`config.mk`:
```
export PLATFORM = sky130hd
export DESIGN_NAME = lcddc_core
export DESIGN_NICKNAME = d
export VERILOG_FILES = /design/src/include/lcddc_pkg.sv /design/src/hw/lcddc_core.sv
export SDC_FILE = /design/constraint.sdc
export NUM_CORES = 1
export LEC_CHECK = 0
export BUFFER_PORTS_ARGS = -buffer_cell sky130_fd_sc_hd__buf_2
export CORE_UTILIZATION = 53
export CTS_CLUSTER_SIZE = 25
export DETAILED_ROUTE_END_ITERATION = 10
export GPL_TIMING_DRIVEN = 1
export PLACE_DENSITY = 0.76
export SLEW_MARGIN = 20
export SYNTH_ARGS = -nofsm -noshare
export SYNTH_HDL_FRONTEND = slang
export SYNTH_SLANG_ARGS = --single-unit
```
`constraint.sdc`:
```
create_clock -name clk -period 2.4 [get_ports clk]
set_clock_uncertainty 0.1 [all_clocks]
set_input_delay 0.12 -clock clk [delete_from_list [all_inputs] [get_ports clk]]
set_output_delay 0.12 -clock clk [all_outputs]
set_load 0.02 [all_outputs]
```
`src/include/lcddc_pkg.sv`:
```
// lcd driver control: register map, field layout, types
package lcddc_pkg;
  // register word indices; byte address is four times the index
  localparam logic [9:0] IDX_DIV_HIGH = 10'h0aa;
  localparam logic [9:0] IDX_CONTROL = 10'h0ab;
  localparam logic [9:0] IDX_DIV_LOW = 10'h0ac;
  localparam logic [9:0] IDX_DRIVE = 10'h0ad;
  localparam logic [9:0] IDX_PORT0_SEL = 10'h0b6;
  localparam logic [9:0] IDX_MEM_FIRST = 10'h1e0;
  localparam logic [9:0] IDX_MEM_LAST = 10'h1f2;
  localparam int MEM_BYTES = 19;
  // display_control fields
  localparam int CTL_TYPE_SEL = 7;
  localparam int CTL_LCD_EN = 6;
  localparam int CTL_CONTRAST_EN = 5;
  localparam int CTL_DUTY = 4;
  localparam int CTL_LEVEL_LSB = 0;
  // lcd_drive_control fields
  localparam int DRV_RSEL = 4;
  localparam int DRV_FCT_LSB = 2;
  localparam int DRV_SCHEME_LSB = 0;
  localparam int P0S_WIDTH = 3;
  // reset values
  localparam logic [7:0] RST_CONTROL = 8'h00;
  localparam logic [4:0] RST_DRIVE = 5'h00;
  localparam logic [8:0] RST_DIVIDER = 9'h000;
  localparam logic [2:0] RST_PORT0 = 3'h0;
  // oscillator options on which the divider takes effect
  localparam logic [3:0] OSC_INTERNAL_RC = 4'h0;
  localparam logic [3:0] OSC_CRYSTAL = 4'he;
  // frame timing, display clock periods
  localparam int FRAME_TICKS = 512;
  localparam logic [7:0] SLOT_TICKS_QUARTER = 8'h80;
  localparam logic [7:0] SLOT_TICKS_EIGHTH = 8'h40;
  localparam logic [1:0] FCT_BASE_SHIFT = 2'h3;
  localparam logic [3:0] LEVEL_FULL = 4'hf;
  localparam logic [3:0] LEVEL_ALIAS_FULL = 4'he;

  typedef enum logic [1:0] {
    LCDDC_TRAD_HIGH = 2'b00,
    LCDDC_TRAD_LOW = 2'b01,
    LCDDC_FAST = 2'b10,
    LCDDC_RESERVED = 2'b11
  } lcddc_scheme_e;

  typedef enum logic [2:0] {
    LCDDC_BUS_IDLE = 3'b001,
    LCDDC_BUS_WAIT = 3'b010,
    LCDDC_BUS_RESP = 3'b100
  } lcddc_bus_e;

  typedef struct packed {
    logic type_sel;
    logic lcd_en;
    logic contrast_en;
    logic duty8;
    logic [3:0] level;
  } lcddc_ctrl_s;

  typedef struct packed {
    logic rsel;
    logic [1:0] fct;
    lcddc_scheme_e scheme;
  } lcddc_drive_s;
endpackage

```
`src/hw/lcddc_core.sv`:
```
// lcd driver control core with ahb-lite register slave
`timescale 1ns/1ns
`default_nettype none
// Operation
// RL1 - control bit 7 selects the lcd driver at 0 and the led driver at 1, never both.
// RL2 - control bit 6 disables the lcd driver at 0 and enables it at 1.
// RL3 - control bit 5 makes the drive level follow contrast_level, else full supply.
// RL4 - control bit 4 picks four backplanes at 1/3 bias or eight at 1/4 bias.
// RL5 - contrast_level picks a rising drive level, with 1110 and 1111 both full supply.
// RL6 - bias_drive_scheme picks high sum, 60K sum, or fast charge switching between them.
// RL7 - fast charge low sum lasts 1/8, 1/16, 1/32 or 1/64 of the backplane period.
// RL8 - bias_resistor_select picks the 225K network at 0 and the 900K network at 1.
// RL9 - the nine-bit divider passes the oscillator at zero and divides by its value otherwise.
// RL10 - one frame lasts 512 display clock periods.
// RL11 - the divider only acts for oscillator options 0000 and 1110.
// RL12 - each port0_segment_enable bit turns its pin into frontplane 17, 18 or 19.
// RL13 - any reset turns the lcd off and drives every backplane and frontplane low.
// RL14 - power-down stops the lcd unless a low-frequency clock runs; memory is kept.
// RL15 - segment patterns come from a 19-byte memory at 1e0h-1f2h, also usable as data.
// RL16 - backplanes take equal slots in turn, each showing its bit of every byte.
// RL17 - with the lcd disabled or the led selected all lcd lines stay low.
module lcddc_core (
  input wire logic clk,
  input wire logic rstn,
  input wire logic hsel,
  input wire logic [11:0] haddr,
  input wire logic [1:0] htrans,
  input wire logic hwrite,
  input wire logic [2:0] hsize,
  input wire logic [31:0] hwdata,
  input wire logic hready,
  output logic hreadyout,
  output logic [31:0] hrdata,
  output logic hresp,
  input wire logic [3:0] oscillator_option,
  input wire logic power_down,
  input wire logic low_freq_clock_run,
  output logic [7:0] backplane,
  output logic [18:0] frontplane_line,
  output logic lcd_active,
  output logic led_driver_select,
  output logic [3:0] lcd_drive_voltage,
  output logic bias_low_sum,
  output logic bias_high_900k,
  output logic [2:0] port0_segment_enable
);
  // bus slave state
  lcddc_pkg::lcddc_bus_e bus_q, bus_d;
  logic [9:0] idx_q, idx_d;
  logic wr_q, wr_d;
  logic [31:0] rdata_q, rdata_d;
  // software-visible registers
  lcddc_pkg::lcddc_ctrl_s ctrl_q, ctrl_d;
  lcddc_pkg::lcddc_drive_s drv_q, drv_d;
  logic [8:0] div_q, div_d;
  logic [2:0] p0s_q, p0s_d;
  logic [7:0] mem_q [lcddc_pkg::MEM_BYTES];
  logic [7:0] mem_d [lcddc_pkg::MEM_BYTES];
  // timing state
  logic [3:0] osc_meta_q, osc_q;
  logic [8:0] divcnt_q, divcnt_d;
  logic [8:0] frame_q, frame_d;
  // output flops
  logic [7:0] bp_q, bp_d;
  logic [18:0] fp_q, fp_d;
  logic on_q, on_d;
  logic [3:0] vlcd_q, vlcd_d;
  logic blow_q, blow_d;
  logic b900_q, b900_d;
  // combinational helpers
  logic accept, div_ok, use_div, tick, disp_on, fast_low;
  logic [2:0] slot;
  logic [7:0] pos, slot_len, fc_len;
  logic [4:0] mem_off;
  logic in_mem;
  logic [18:0] seg_gate;

  assign accept = hsel && hready && htrans[1];
  assign hreadyout = (bus_q != lcddc_pkg::LCDDC_BUS_WAIT);
  assign hresp = 1'b0;
  assign hrdata = rdata_q;
  assign in_mem = (idx_q >= lcddc_pkg::IDX_MEM_FIRST) && (idx_q <= lcddc_pkg::IDX_MEM_LAST);
  assign mem_off = 5'(idx_q - lcddc_pkg::IDX_MEM_FIRST);

  // bus: address phase taken, one wait cycle, then response
  always_comb begin
    bus_d = bus_q;
    idx_d = idx_q;
    wr_d = wr_q;
    case (bus_q)
      lcddc_pkg::LCDDC_BUS_IDLE,
      lcddc_pkg::LCDDC_BUS_RESP: begin
        if (accept) begin
          bus_d = lcddc_pkg::LCDDC_BUS_WAIT;
          idx_d = haddr[11:2];
          wr_d = hwrite;
        end else begin
          bus_d = lcddc_pkg::LCDDC_BUS_IDLE;
        end
      end
      lcddc_pkg::LCDDC_BUS_WAIT: bus_d = lcddc_pkg::LCDDC_BUS_RESP;
      default: bus_d = lcddc_pkg::LCDDC_BUS_IDLE;
    endcase
  end

  // register writes and read data, both in the wait cycle
  always_comb begin
    ctrl_d = ctrl_q;
    drv_d = drv_q;
    div_d = div_q;
    p0s_d = p0s_q;
    mem_d = mem_q;
    rdata_d = rdata_q;
    if (bus_q == lcddc_pkg::LCDDC_BUS_WAIT) begin
      rdata_d = 32'h0000_0000;
      if (wr_q) begin
        case (idx_q)
          lcddc_pkg::IDX_DIV_HIGH: div_d[8] = hwdata[0];
          lcddc_pkg::IDX_CONTROL: ctrl_d = hwdata[7:0];
          lcddc_pkg::IDX_DIV_LOW: div_d[7:0] = hwdata[7:0];
          lcddc_pkg::IDX_DRIVE: drv_d = lcddc_pkg::lcddc_drive_s'(hwdata[4:0]);
          lcddc_pkg::IDX_PORT0_SEL: p0s_d = hwdata[2:0];
          default: if (in_mem) mem_d[mem_off] = hwdata[7:0]; // RL15
        endcase
      end else begin
        case (idx_q)
          lcddc_pkg::IDX_DIV_HIGH: rdata_d = {31'h0, div_q[8]};
          lcddc_pkg::IDX_CONTROL: rdata_d = {24'h0, ctrl_q};
          lcddc_pkg::IDX_DIV_LOW: rdata_d = {24'h0, div_q[7:0]};
          lcddc_pkg::IDX_DRIVE: rdata_d = {27'h0, drv_q};
          lcddc_pkg::IDX_PORT0_SEL: rdata_d = {29'h0, p0s_q};
          default: if (in_mem) rdata_d = {24'h0, mem_q[mem_off]};
        endcase
      end
    end
  end

  always_ff @(posedge clk or negedge rstn) begin
    if (!rstn) begin
      bus_q <= lcddc_pkg::LCDDC_BUS_IDLE;
      idx_q <= 10'h000;
      wr_q <= 1'b0;
      rdata_q <= 32'h0000_0000;
      ctrl_q <= lcddc_pkg::RST_CONTROL;
      drv_q <= lcddc_pkg::lcddc_drive_s'(lcddc_pkg::RST_DRIVE);
      div_q <= lcddc_pkg::RST_DIVIDER;
      p0s_q <= lcddc_pkg::RST_PORT0;
    end else begin
      bus_q <= bus_d;
      idx_q <= idx_d;
      wr_q <= wr_d;
      rdata_q <= rdata_d;
      ctrl_q <= ctrl_d;
      drv_q <= drv_d;
      div_q <= div_d;
      p0s_q <= p0s_d;
    end
  end

  // display memory keeps contents across power-down and reset
  always_ff @(posedge clk) begin
    mem_q <= mem_d; // RL14
  end

  // code option strap, two-flop synchroniser
  always_ff @(posedge clk or negedge rstn) begin
    if (!rstn) begin
      osc_meta_q <= 4'h0;
      osc_q <= 4'h0;
    end else begin
      osc_meta_q <= oscillator_option;
      osc_q <= osc_meta_q;
    end
  end

  // display clock divider
  assign div_ok = (osc_q == lcddc_pkg::OSC_INTERNAL_RC) || (osc_q == lcddc_pkg::OSC_CRYSTAL); // RL11
  assign use_div = div_ok && (div_q != 9'h000); // RL9
  // at or past the end, so a shrunk divider never waits for a counter wrap
  assign tick = !use_div || (divcnt_q >= 9'(div_q - 9'h001)); // RL9

  // lcd runs only when selected, enabled and clocked
  assign disp_on = !ctrl_q.type_sel && ctrl_q.lcd_en && (!power_down || low_freq_clock_run); // RL1 RL2 RL14

  // slot and position inside the backplane period
  assign slot = ctrl_q.duty8 ? frame_q[8:6] : {1'b0, frame_q[8:7]}; // RL4 RL16
  assign pos = ctrl_q.duty8 ? {2'b00, frame_q[5:0]} : {1'b0, frame_q[6:0]};
  assign slot_len = ctrl_q.duty8 ? lcddc_pkg::SLOT_TICKS_EIGHTH : lcddc_pkg::SLOT_TICKS_QUARTER;
  assign fc_len = slot_len >> ({1'b0, lcddc_pkg::FCT_BASE_SHIFT} + {1'b0, drv_q.fct}); // RL7
  assign fast_low = (drv_q.scheme == lcddc_pkg::LCDDC_FAST) && (pos < fc_len); // RL7
  assign seg_gate = {p0s_q, 16'hffff}; // RL12

  always_comb begin
    divcnt_d = tick ? 9'h000 : 9'(divcnt_q + 9'h001);
    frame_d = frame_q;
    if (!disp_on) begin
      frame_d = 9'h000;
    end else if (tick) begin
      frame_d = 9'(frame_q + 9'h001); // RL10
    end
  end

  always_comb begin
    bp_d = 8'h00; // RL17
    fp_d = 19'h00000; // RL17
    on_d = disp_on;
    if (disp_on) begin
      bp_d = 8'(8'h01 << slot); // RL16
      for (int i = 0; i < lcddc_pkg::MEM_BYTES; i++) begin
        fp_d[i] = mem_q[i][slot] && seg_gate[i]; // RL15 RL16 RL12
      end
    end
    if (ctrl_q.contrast_en) begin
      vlcd_d = (ctrl_q.level == lcddc_pkg::LEVEL_ALIAS_FULL) ? lcddc_pkg::LEVEL_FULL
               : ctrl_q.level; // RL5
    end else begin
      vlcd_d = lcddc_pkg::LEVEL_FULL; // RL3
    end
    case (drv_q.scheme)
      lcddc_pkg::LCDDC_TRAD_LOW: blow_d = 1'b1; // RL6
      lcddc_pkg::LCDDC_FAST: blow_d = fast_low; // RL6
      default: blow_d = 1'b0; // RL6
    endcase
    b900_d = drv_q.rsel; // RL8
  end

  always_ff @(posedge clk or negedge rstn) begin
    if (!rstn) begin
      divcnt_q <= 9'h000;
      frame_q <= 9'h000;
      bp_q <= 8'h00; // RL13
      fp_q <= 19'h00000; // RL13
      on_q <= 1'b0; // RL13
      vlcd_q <= lcddc_pkg::LEVEL_FULL;
      blow_q <= 1'b0;
      b900_q <= 1'b0;
    end else begin
      divcnt_q <= divcnt_d;
      frame_q <= frame_d;
      bp_q <= bp_d;
      fp_q <= fp_d;
      on_q <= on_d;
      vlcd_q <= vlcd_d;
      blow_q <= blow_d;
      b900_q <= b900_d;
    end
  end

  assign backplane = bp_q;
  assign frontplane_line = fp_q;
  assign lcd_active = on_q;
  assign led_driver_select = ctrl_q.type_sel; // RL1
  assign lcd_drive_voltage = vlcd_q;
  assign bias_low_sum = blow_q;
  assign bias_high_900k = b900_q;
  assign port0_segment_enable = p0s_q;
endmodule
`default_nettype wire

```
== Word-level counts from Yosys, hierarchy flattened ==
Cells that the tools add are included.
Word-level totals
  bits in registers: 283
  input port bits: 60
  output and inout bits: 72
  word-level logic and storage cells: 162
Operators by class
  $add $sub $neg: 5
  $lt $le $gt $ge: 7
  equality and inequality tests: 14
  shifts and indexed selects: 2
  muxes and demuxes: 60
  bitwise logic cells: 2
  reductions and logical operators: 28
Operators with widths (number)
  bitwise mux 152 bit: 1
  binary-select mux 1 bit (select 3 bit): 19
  two-way mux 8 bit: 7
  equality test 10 x 8 -> 1 bit, second input constant: 5
  binary-select mux 8 bit (select 5 bit): 1
  demux 8 bit (select 5 bit): 1
  one-hot mux 8 bit (5 select lines): 1
  two-way mux 9 bit: 3
  two-way mux 1 bit: 19
  two-way mux 19 bit: 1
  adder 9 x 1 -> 9 bit, second input constant: 2
  AND reduction 3 bit: 5
  logical AND 1 bit: 11
  greater-or-equal comparator 10 x 9 -> 1 bit, second input constant: 1
  <= comparator 10 x 9 -> 1 bit, second input constant: 1
  greater-or-equal comparator 9 bit: 1
  nonzero test 9 bit: 1
  subtractor 9 x 1 -> 9 bit, second input constant: 1
  equality test 4 bit, second input constant: 2
  less-than comparator 7 x 8 -> 1 bit: 1
  two-way mux 4 bit: 2
  << shifter 1 x 3 -> 8 bit, first input constant: 1
  >> shifter 8 x 3 -> 8 bit: 1
  two-way mux 7 bit: 1
  other kinds (25): 29

== Logic depth before layout (Yosys ltp) ==
Gate-level depths: netlist of the first run.
  depth after elaboration: 8
  mapped depth: 13
  depth with buffers taken out: 12

== Worst setup path before layout of the first run ==
OpenSTA, ideal clock, no wires.
  kind: register to register
  from: register div_q[0]
  to: register frame_q[7]
  setup time: 136 ps
  arrival: 2325 ps
  data required time: 2164 ps
  slack: -161 ps
  cell stages (with the launch flop): 14
  path buffers: 1
  period minus slack after synthesis: 2561 ps
  path through: dfrtp_1 > inv_1 > ha_1 > nand3_1 > nor2_1 > xnor2_1 > ha_1 > nand4_1 > nor2_1 > a21oi_1 > nand2_1 > buf_2 > nand3b_1 > a21oi_1
On the way
  word-level cells in the longest chain between the ends: 5
  elaborated cells on any way between the ends: 7
  those cells by class: 1 x add/sub; 1 x order compare; 1 x eq/ne; 4 x reduce/logical
RTL lines
  start, declared: line lcddc_core.sv:55  | logic [8:0] div_q, div_d;
  start signal, assigned: line lcddc_core.sv:146  | div_q <= lcddc_pkg::RST_DIVIDER;
  start signal, assigned: line lcddc_core.sv:155  | div_q <= div_d;
  branches (longest 3 deep; another with subtractor 9 x 1 -> 9 bit)
  logical OR 1 bit *: line lcddc_core.sv:180  | assign tick = !use_div || (divcnt_q >= 9'(div_q - 9'h001));
  != test 2 x 1 -> 1 bit (no source line) *
  end signal, assigned: line lcddc_core.sv:239  | frame_q <= frame_d;
  end, declared: line lcddc_core.sv:62  | logic [8:0] frame_q, frame_d;
Mark *: on every way between the ends.
A chain may end at the register's enable or synchronous reset.

== Worst setup path in the final report of the first run ==
  from: register div_q[4]
  to: register frame_q[3]
The elaborated chain is that of the path after synthesis.

==> impl_metrics.tcl, run 1 <==
set metrics [dict create \
    status "finished, violations left" \
    violations "design-rule violations, negative setup slack" \
    htreeDepth 1 \
    ir_drop_mv 0.656 \
    die_w_microns 152 \
    nets 1064 \
    synth_area_sq_um 12000 \
    grt_max_degree 45 \
    p_int_mw 7.89 \
    drc 12 \
    wirelength_microns 30000 \
    die_h_microns 152 \
    pwr-share-clk 0.400 \
    cts_buffer_depth 3 \
    ys_ff_latch 259 \
    critPathRequiredTime_ns 2.73 \
    tightestPinTransition_ns 0.651 \
    grtUsageMet3 0.0398 \
    drt_iter0_markers 725 \
    cp_slowest_cell "dfrtp_1" \
    sw_frac_of_total 0.243 \
    use_met1 0.382 \
    ant_nets 0 \
    pin_count 132 \
    grt_pass1_vias 7862 \
    combPwrFrac 0.131 \
    pwr-share-seq 0.468 \
    use_met2 0.425 \
    yosysSeqAreaShare 0.605 \
    netlist_instances 805 \
    fin_ws_ns -0.0396 \
    clk_pin_slew_worst_paths_ns 0.06 \
    synth_edf_count 152 \
    multi_input_area_sq_um 4510 \
    net-switching-power_mw 2.53 \
    synth_top_family_by_area "multiplexers" \
    grt_first_pass_wirelength_microns 47000 \
    p_per_area_nw_per_um2 716 \
    cp-end-kind "register" \
    area.sequential_sq_um 7250 \
    start_util 0.544 \
    ys.flop_type "edfxtp_1" \
    period_share 1.02 \
    vias 7773 \
    max-slew-margin-rel 0.565 \
    netlist.area_leader.share 0.381 \
    cts_sinks 259 \
    antenna_cells 0 \
    crit_fanout 6 \
    setup_tns_ns -0.178 \
    worstRegToRegCells 11 \
    rsz0062_at_grt "yes" \
    numCtsBuffers 27 \
    cts-root-buf "clkbuf_16" \
    drt-wirelength-per-cell_microns 23.4 \
    setup_viol 6 \
    synth.distinct_cells 59 \
    viasPerCell 6.05 \
    track_usage 0.267 \
    synth_area_leaders "edfxtp_1, dfrtp_1, mux4_2" \
    critPathMaxStageDelay_ns 0.45 \
    drive_gt1_frac 0.349 \
    num-fill-cells 1515 \
    die-area_sq_um 23200 \
    yosysWarningCount 0 \
    holdCritPathClass "in -> async" \
    synth_most_common_cell "edfxtp_1" \
    cp.arrival_ns 2.77 \
    yosysTopAreaCell "edfxtp_1" \
    crit_chain "nor2_4 > nand3_4 > xor2_1 > ha_1 > a211o_1 > o211ai_1 > o311a_1 > buf_6 > a21oi_1 > xnor2_1 > nor2_1" \
    synth_compound_area_frac 0.0593 \
    grt_overflow 0 \
    gp_congestion 0.934 \
    power_leakage_nw 5.79 \
    coreArea_sq_um 22000 \
    first_pass_iters 11 \
    synth_mux_area_frac 0.178 \
    hold_viol 0 \
    path_class "reg -> reg" \
    synthAdderAreaFrac 0.0209 \
    clk_latency_ns 0.55 \
    max_freq_mhz 410 \
    synth_common_cells "edfxtp_1, dfrtp_1, mux4_2, nor2_1, nand2_1" \
    period_needed_ns 2.44 \
    synthArstFlopShare 0.413 \
    start_kind "register" \
    fp-row-count 54 \
    syn2layout_area_growth_pct 21.4 \
    cts_tree "built" \
    maxCapViolCount 0 \
    numPortBuffers 76 \
    report.final.slew_viol_count 0 \
    hpwlAfterDp_microns 20900 \
    synth_xor_area_frac 0.0153 \
    fin_total_pwr_mw 10.4 \
    antenna_found_initial 0 \
    avgSynthCellArea_sq_um 14.9 \
    grt_busiest_layer "met2" \
    synth-simple-area-share 0.0820 \
]
## power groups by stage
stage,clock (mW),combinational (mW),sequential (mW)
6_report,4.17,1.37,4.88
5_1_grt,4.40,1.46,4.89
4_1_cts,4.22,1.34,4.87
3_5_place_dp,0,1.28,4.96
3_3_place_gp,0,1.26,4.95
2_1_floorplan,0,0.843,4.93
## routing by layer
layer | wire length (microns) | up-vias
met2 | 14100 | 371
met5 | 0 | -
li1 | - | 3404
met4 | 936 | 0
met3 | 2370 | 69
met1 | 12600 | 3929
## worst max-delay path, delay by kind of cell, from the launching register on
family | cells | cell delay [ns]
xor gates and xnor gates | 2 | 0.31
AOI/OAI and AO/OA | 4 | 0.73
buffers and inverters | 1 | 0.15
DFF | 1 | 0.45
and+or+nand+nor | 3 | 0.29
adders and majority gates | 1 | 0.30
## what timing repair did
| item | CTS | global route |
|---|---|---|
| gates resized for setup | 6 | 12 |
| pin swaps | 0 | 2 |
| endpoints found under the setup margin | 15 | 168 |
| hold endpoints to repair | 184 | 0 |
| hold buffers | 26 | 0 |
| setup buffers | 5 | 3 |
## registers in the layout, summed over array words and instances (netlist names), 7 cells and up
name and flops:
backplane 8, ctrl_q 7, div_q 9, divcnt_q 9
frame_q 9, frontplane_line 19, hrdata 8, idx_q 10
mem_q 152
## per-stage QoR
step,std cells,utilization,hold WS (ns),area [sq um],setup WS [ns]
finish,1284,0.660,0.00834,14500,-0.0396
floorplan,829,-,-0.276,12100,-0.107
CTS,1281,0.657,0.00616,14500,-0.0317
global placement,1201,0.602,0.0460,13300,-0.00300
global route,1284,0.660,0.0215,14500,-0.225
detailed placement,1201,0.602,0.0423,13300,-0.115
## cell families after synthesis
kind of cell / after synthesis
AO/OA/AOI/OAI: 104
other: 1
buffers and inverters: 80
flip-flops: 259
adder cells (fa/ha/maj): 20
AND/OR/NAND/NOR: 201
multiplexers: 119
XOR/XNOR: 21
## layout make-up
type                    count  area share
clock buffers              35      0.0501
clock inverters            14      0.0110
inverters                  17     0.00439
multi-input cells         490       0.310
flip-flops and latches    259       0.499
well taps                 280      0.0241
repair buffers            189       0.102
## final timing paths
kind | slack [ns] | start | end
min | 0.008 | rstn | bias_high_900k$_DFF_PN0_
max | -0.04 | div_q[4]$_DFFE_PN0P_ | frame_q[3]$_DFFE_PN0P_
min reg2reg | 0.26 | osc_meta_q[0]$_DFF_PN0_ | osc_q[0]$_DFF_PN0_
min in group clk | 0.01 | hwdata[1] | drv_q[1]$_DFFE_PN0P_
max reg2reg | -0.04 | div_q[4]$_DFFE_PN0P_ | frame_q[3]$_DFFE_PN0P_
max in group asynchronous | 1.44 | rstn | frontplane_line[11]$_DFF_PN0_
## cell usage in the layout, fill, tap and decap left out, types with 5 or more instances in the layout
master         count
o21ai_0           23
conb_1            25
clkinv_2           6
mux2i_1           14
xnor2_1           14
nand3_1           21
a21oi_1           21
xor2_1             6
nand2b_1           8
edfxtp_1         152
mux2_2            32
buf_4             72
nand3b_1           7
a22o_1            21
clkbuf_16         27
nand2_1           49
buf_12            14
mux4_2            67
inv_1             13
nor2b_1            9
nor2_1            42
dfrtp_1           99
buf_2             75
ha_1              19
nor3_1            12
dlygate4sd3_1     26
clkbuf_1           5
dfstp_2            5
nor2_2            12
and3_1            10
a31oi_1            5
No activity file was read; power rests on OpenSTA's default activity.
==> inputs of run 2 (changes only) <==
Settings changed: CORE_UTILIZATION 53 to 33, PLACE_DENSITY 0.76 to not set, RECOVER_POWER set to 25.
==> impl_metrics.tcl, run 2 (same netlist as run 1, synthesis figures left out) <==
set metrics [dict create \
    grt_first_pass_wirelength_microns 48100 \
    violations "design-rule violations, max-capacitance violations, max-slew violations, negative setup slack" \
    drc 22 \
    die-area_sq_um 37100 \
    cp.arrival_ns 2.76 \
    power_leakage_nw 5.88 \
    gp_congestion 0.925 \
    cts_tree "built" \
    numCtsBuffers 28 \
    hpwlAfterDp_microns 22800 \
    die_w_microns 193 \
    track_usage 0.174 \
    rrSetupSlack_ns -0.03 \
    final_cell_mix "edfxtp_1, dfrtp_1, buf_4" \
    stdcell_count 1483 \
    first_pass_iters 9 \
    wirelength_microns 31500 \
    net-switching-power_mw 2.68 \
    holdCritPathClass "in -> reg" \
    fin_ws_ns -0.0255 \
    sw_frac_of_total 0.250 \
    p_per_area_nw_per_um2 711 \
    die_h_microns 193 \
    crit_fanout 7 \
    antenna_cells 0 \
    cts-root-buf "clkbuf_16" \
    numPortBuffers 76 \
    hold_depth 2 \
    pwr-share-seq 0.456 \
    maxCapViolCount 2 \
    grt_pass1_vias 7896 \
    critical_path.endpoint "frame_q[2]$_DFFE_PN0P_" \
    rsz0062_at_grt "yes" \
    drt-wirelength-per-cell_microns 21.2 \
    fp-row-count 69 \
    hold_viol 0 \
    top_register "mem_q" \
    dp.cells 1402 \
    cts_sinks 259 \
    start_util 0.336 \
    pin_count 132 \
    status "finished, violations left" \
    cp-end-kind "register" \
    drive_gt1_frac 0.376 \
    setup_viol 7 \
    critPathRequiredTime_ns 2.73 \
    grt_overflow 0 \
    nets 1080 \
    path_class "reg -> reg" \
    clk_pin_slew_worst_paths_ns 0.06 \
    setup_tns_ns -0.126 \
    coreArea_sq_um 35700 \
    drt_iter0_markers 768 \
    ant_nets 0 \
    grt_max_degree 52 \
    ir_drop_mv 0.449 \
    r2r_start "div_q[0]$_DFFE_PN0P_" \
    htreeDepth 1 \
    worstRegToRegCells 12 \
    max_freq_mhz 412 \
    report.final.slew_viol_count 49 \
    largest_register_ffs 152 \
    vias 7707 \
    pwr-share-clk 0.415 \
    start_kind "register" \
    period_needed_ns 2.43 \
    p_int_mw 8.02 \
    layout_commonest_cell "edfxtp_1" \
    max-slew-margin-rel -0.0763 \
    cts_buffer_depth 3 \
    rr_endpoint "frame_q[2]$_DFFE_PN0P_" \
    syn2layout_area_growth_pct 25.6 \
    clk_latency_ns 0.55 \
    antenna_found_initial 0 \
    viasPerCell 5.20 \
    period_share 1.01 \
    crit_start "div_q[0]$_DFFE_PN0P_" \
    combPwrFrac 0.130 \
    tightestPinTransition_ns 1.61 \
]
[run 2: changes by cell type in the layout (fill, tap and decap cells not counted), sizes merged]
| cell | change |
|---|---|
| buf | +14 |
| dlygate4sd3 | -4 |
| clkbuf | +3 |
| inv | +4 |
| clkinv | -3 |
| clkinvlp | +4 |
[run 2: how the worst min path moves through the flow]
stage | start | end
finish | oscillator_option[3] | osc_meta_q[3]$_DFF_PN0_
global placement | rstn | frontplane_line[16]$_DFF_PN0_
global route | oscillator_option[2] | osc_meta_q[2]$_DFF_PN0_
floorplan | rstn | b900_d$_DFFE_PN0P_
CTS | hwdata[1] | drv_q[1]$_DFFE_PN0P_
detailed placement | rstn | frontplane_line[16]$_DFF_PN0_
[run 2: layout make-up]
class / count / area, sq um
Fill cell: 3208 / 20600
Multi-Input combinational cell: 490 / 4550
Tap cell: 461 / 577
Sequential cell: 259 / 7250
Clock buffer: 33 / 751
Timing Repair Buffer: 204 / 1660
Clock inverter: 19 / 210
Inverter: 17 / 63.8
[run 2: power by group through the flow]
stage                     Sequential (mW)  Combinational (mW)  Clock [mW]
final                                4.87                1.39        4.44
after global routing                 4.88                1.48        4.70
after CTS                            4.88                1.35        4.53
after detailed placement             4.97                1.31           0
after global placement               4.96                1.30           0
after floorplan                      4.93               0.843           0
[run 2: worst max-delay path: stages (launching register included)]
cell      delay (ns)
dfrtp_1         0.39
inv_2           0.10
ha_4            0.15
nand3_4         0.07
xor2_1          0.15
ha_1            0.29
a211o_1         0.26
o211ai_1        0.09
o311a_1         0.29
buf_6           0.16
a21boi_1        0.07
xnor2_1         0.14
nor2_1          0.05
[run 2: timing repair]
action	CTS	global route
endpoints found under the setup margin	18	148
setup buffers	1	6
gates resized for setup	11	26
endpoints found under the hold margin	116	0
pin swaps	6	11
gates cloned	0	0
hold buffers	22	0
[run 2: layer usage]
layer / track usage / vias to the layer above / share of wire
met2: 0.284 / 272 / 0.48
met3: 0.0309 / 53 / 0.062
li1: - / 3448 / -
met4: 0.0557 / 0 / 0.027
met1: 0.235 / 3934 / 0.43
met5: 0 / - / 0
[run 2: per-stage QoR]
stage	cell area [sq um]	utilization	total power [mW]	hold WS, ns	setup WS [ns]
floorplan	12100	-	5.77	-0.276	-0.107
global placement	13700	0.384	6.26	0.102	-0.0639
detailed placement	13700	0.384	6.27	0.109	-0.118
CTS	14900	0.418	10.7	0.0122	-0.0570
global route	15100	0.422	11.1	0.112	-0.231
finish	15100	0.422	10.7	0.111	-0.0255
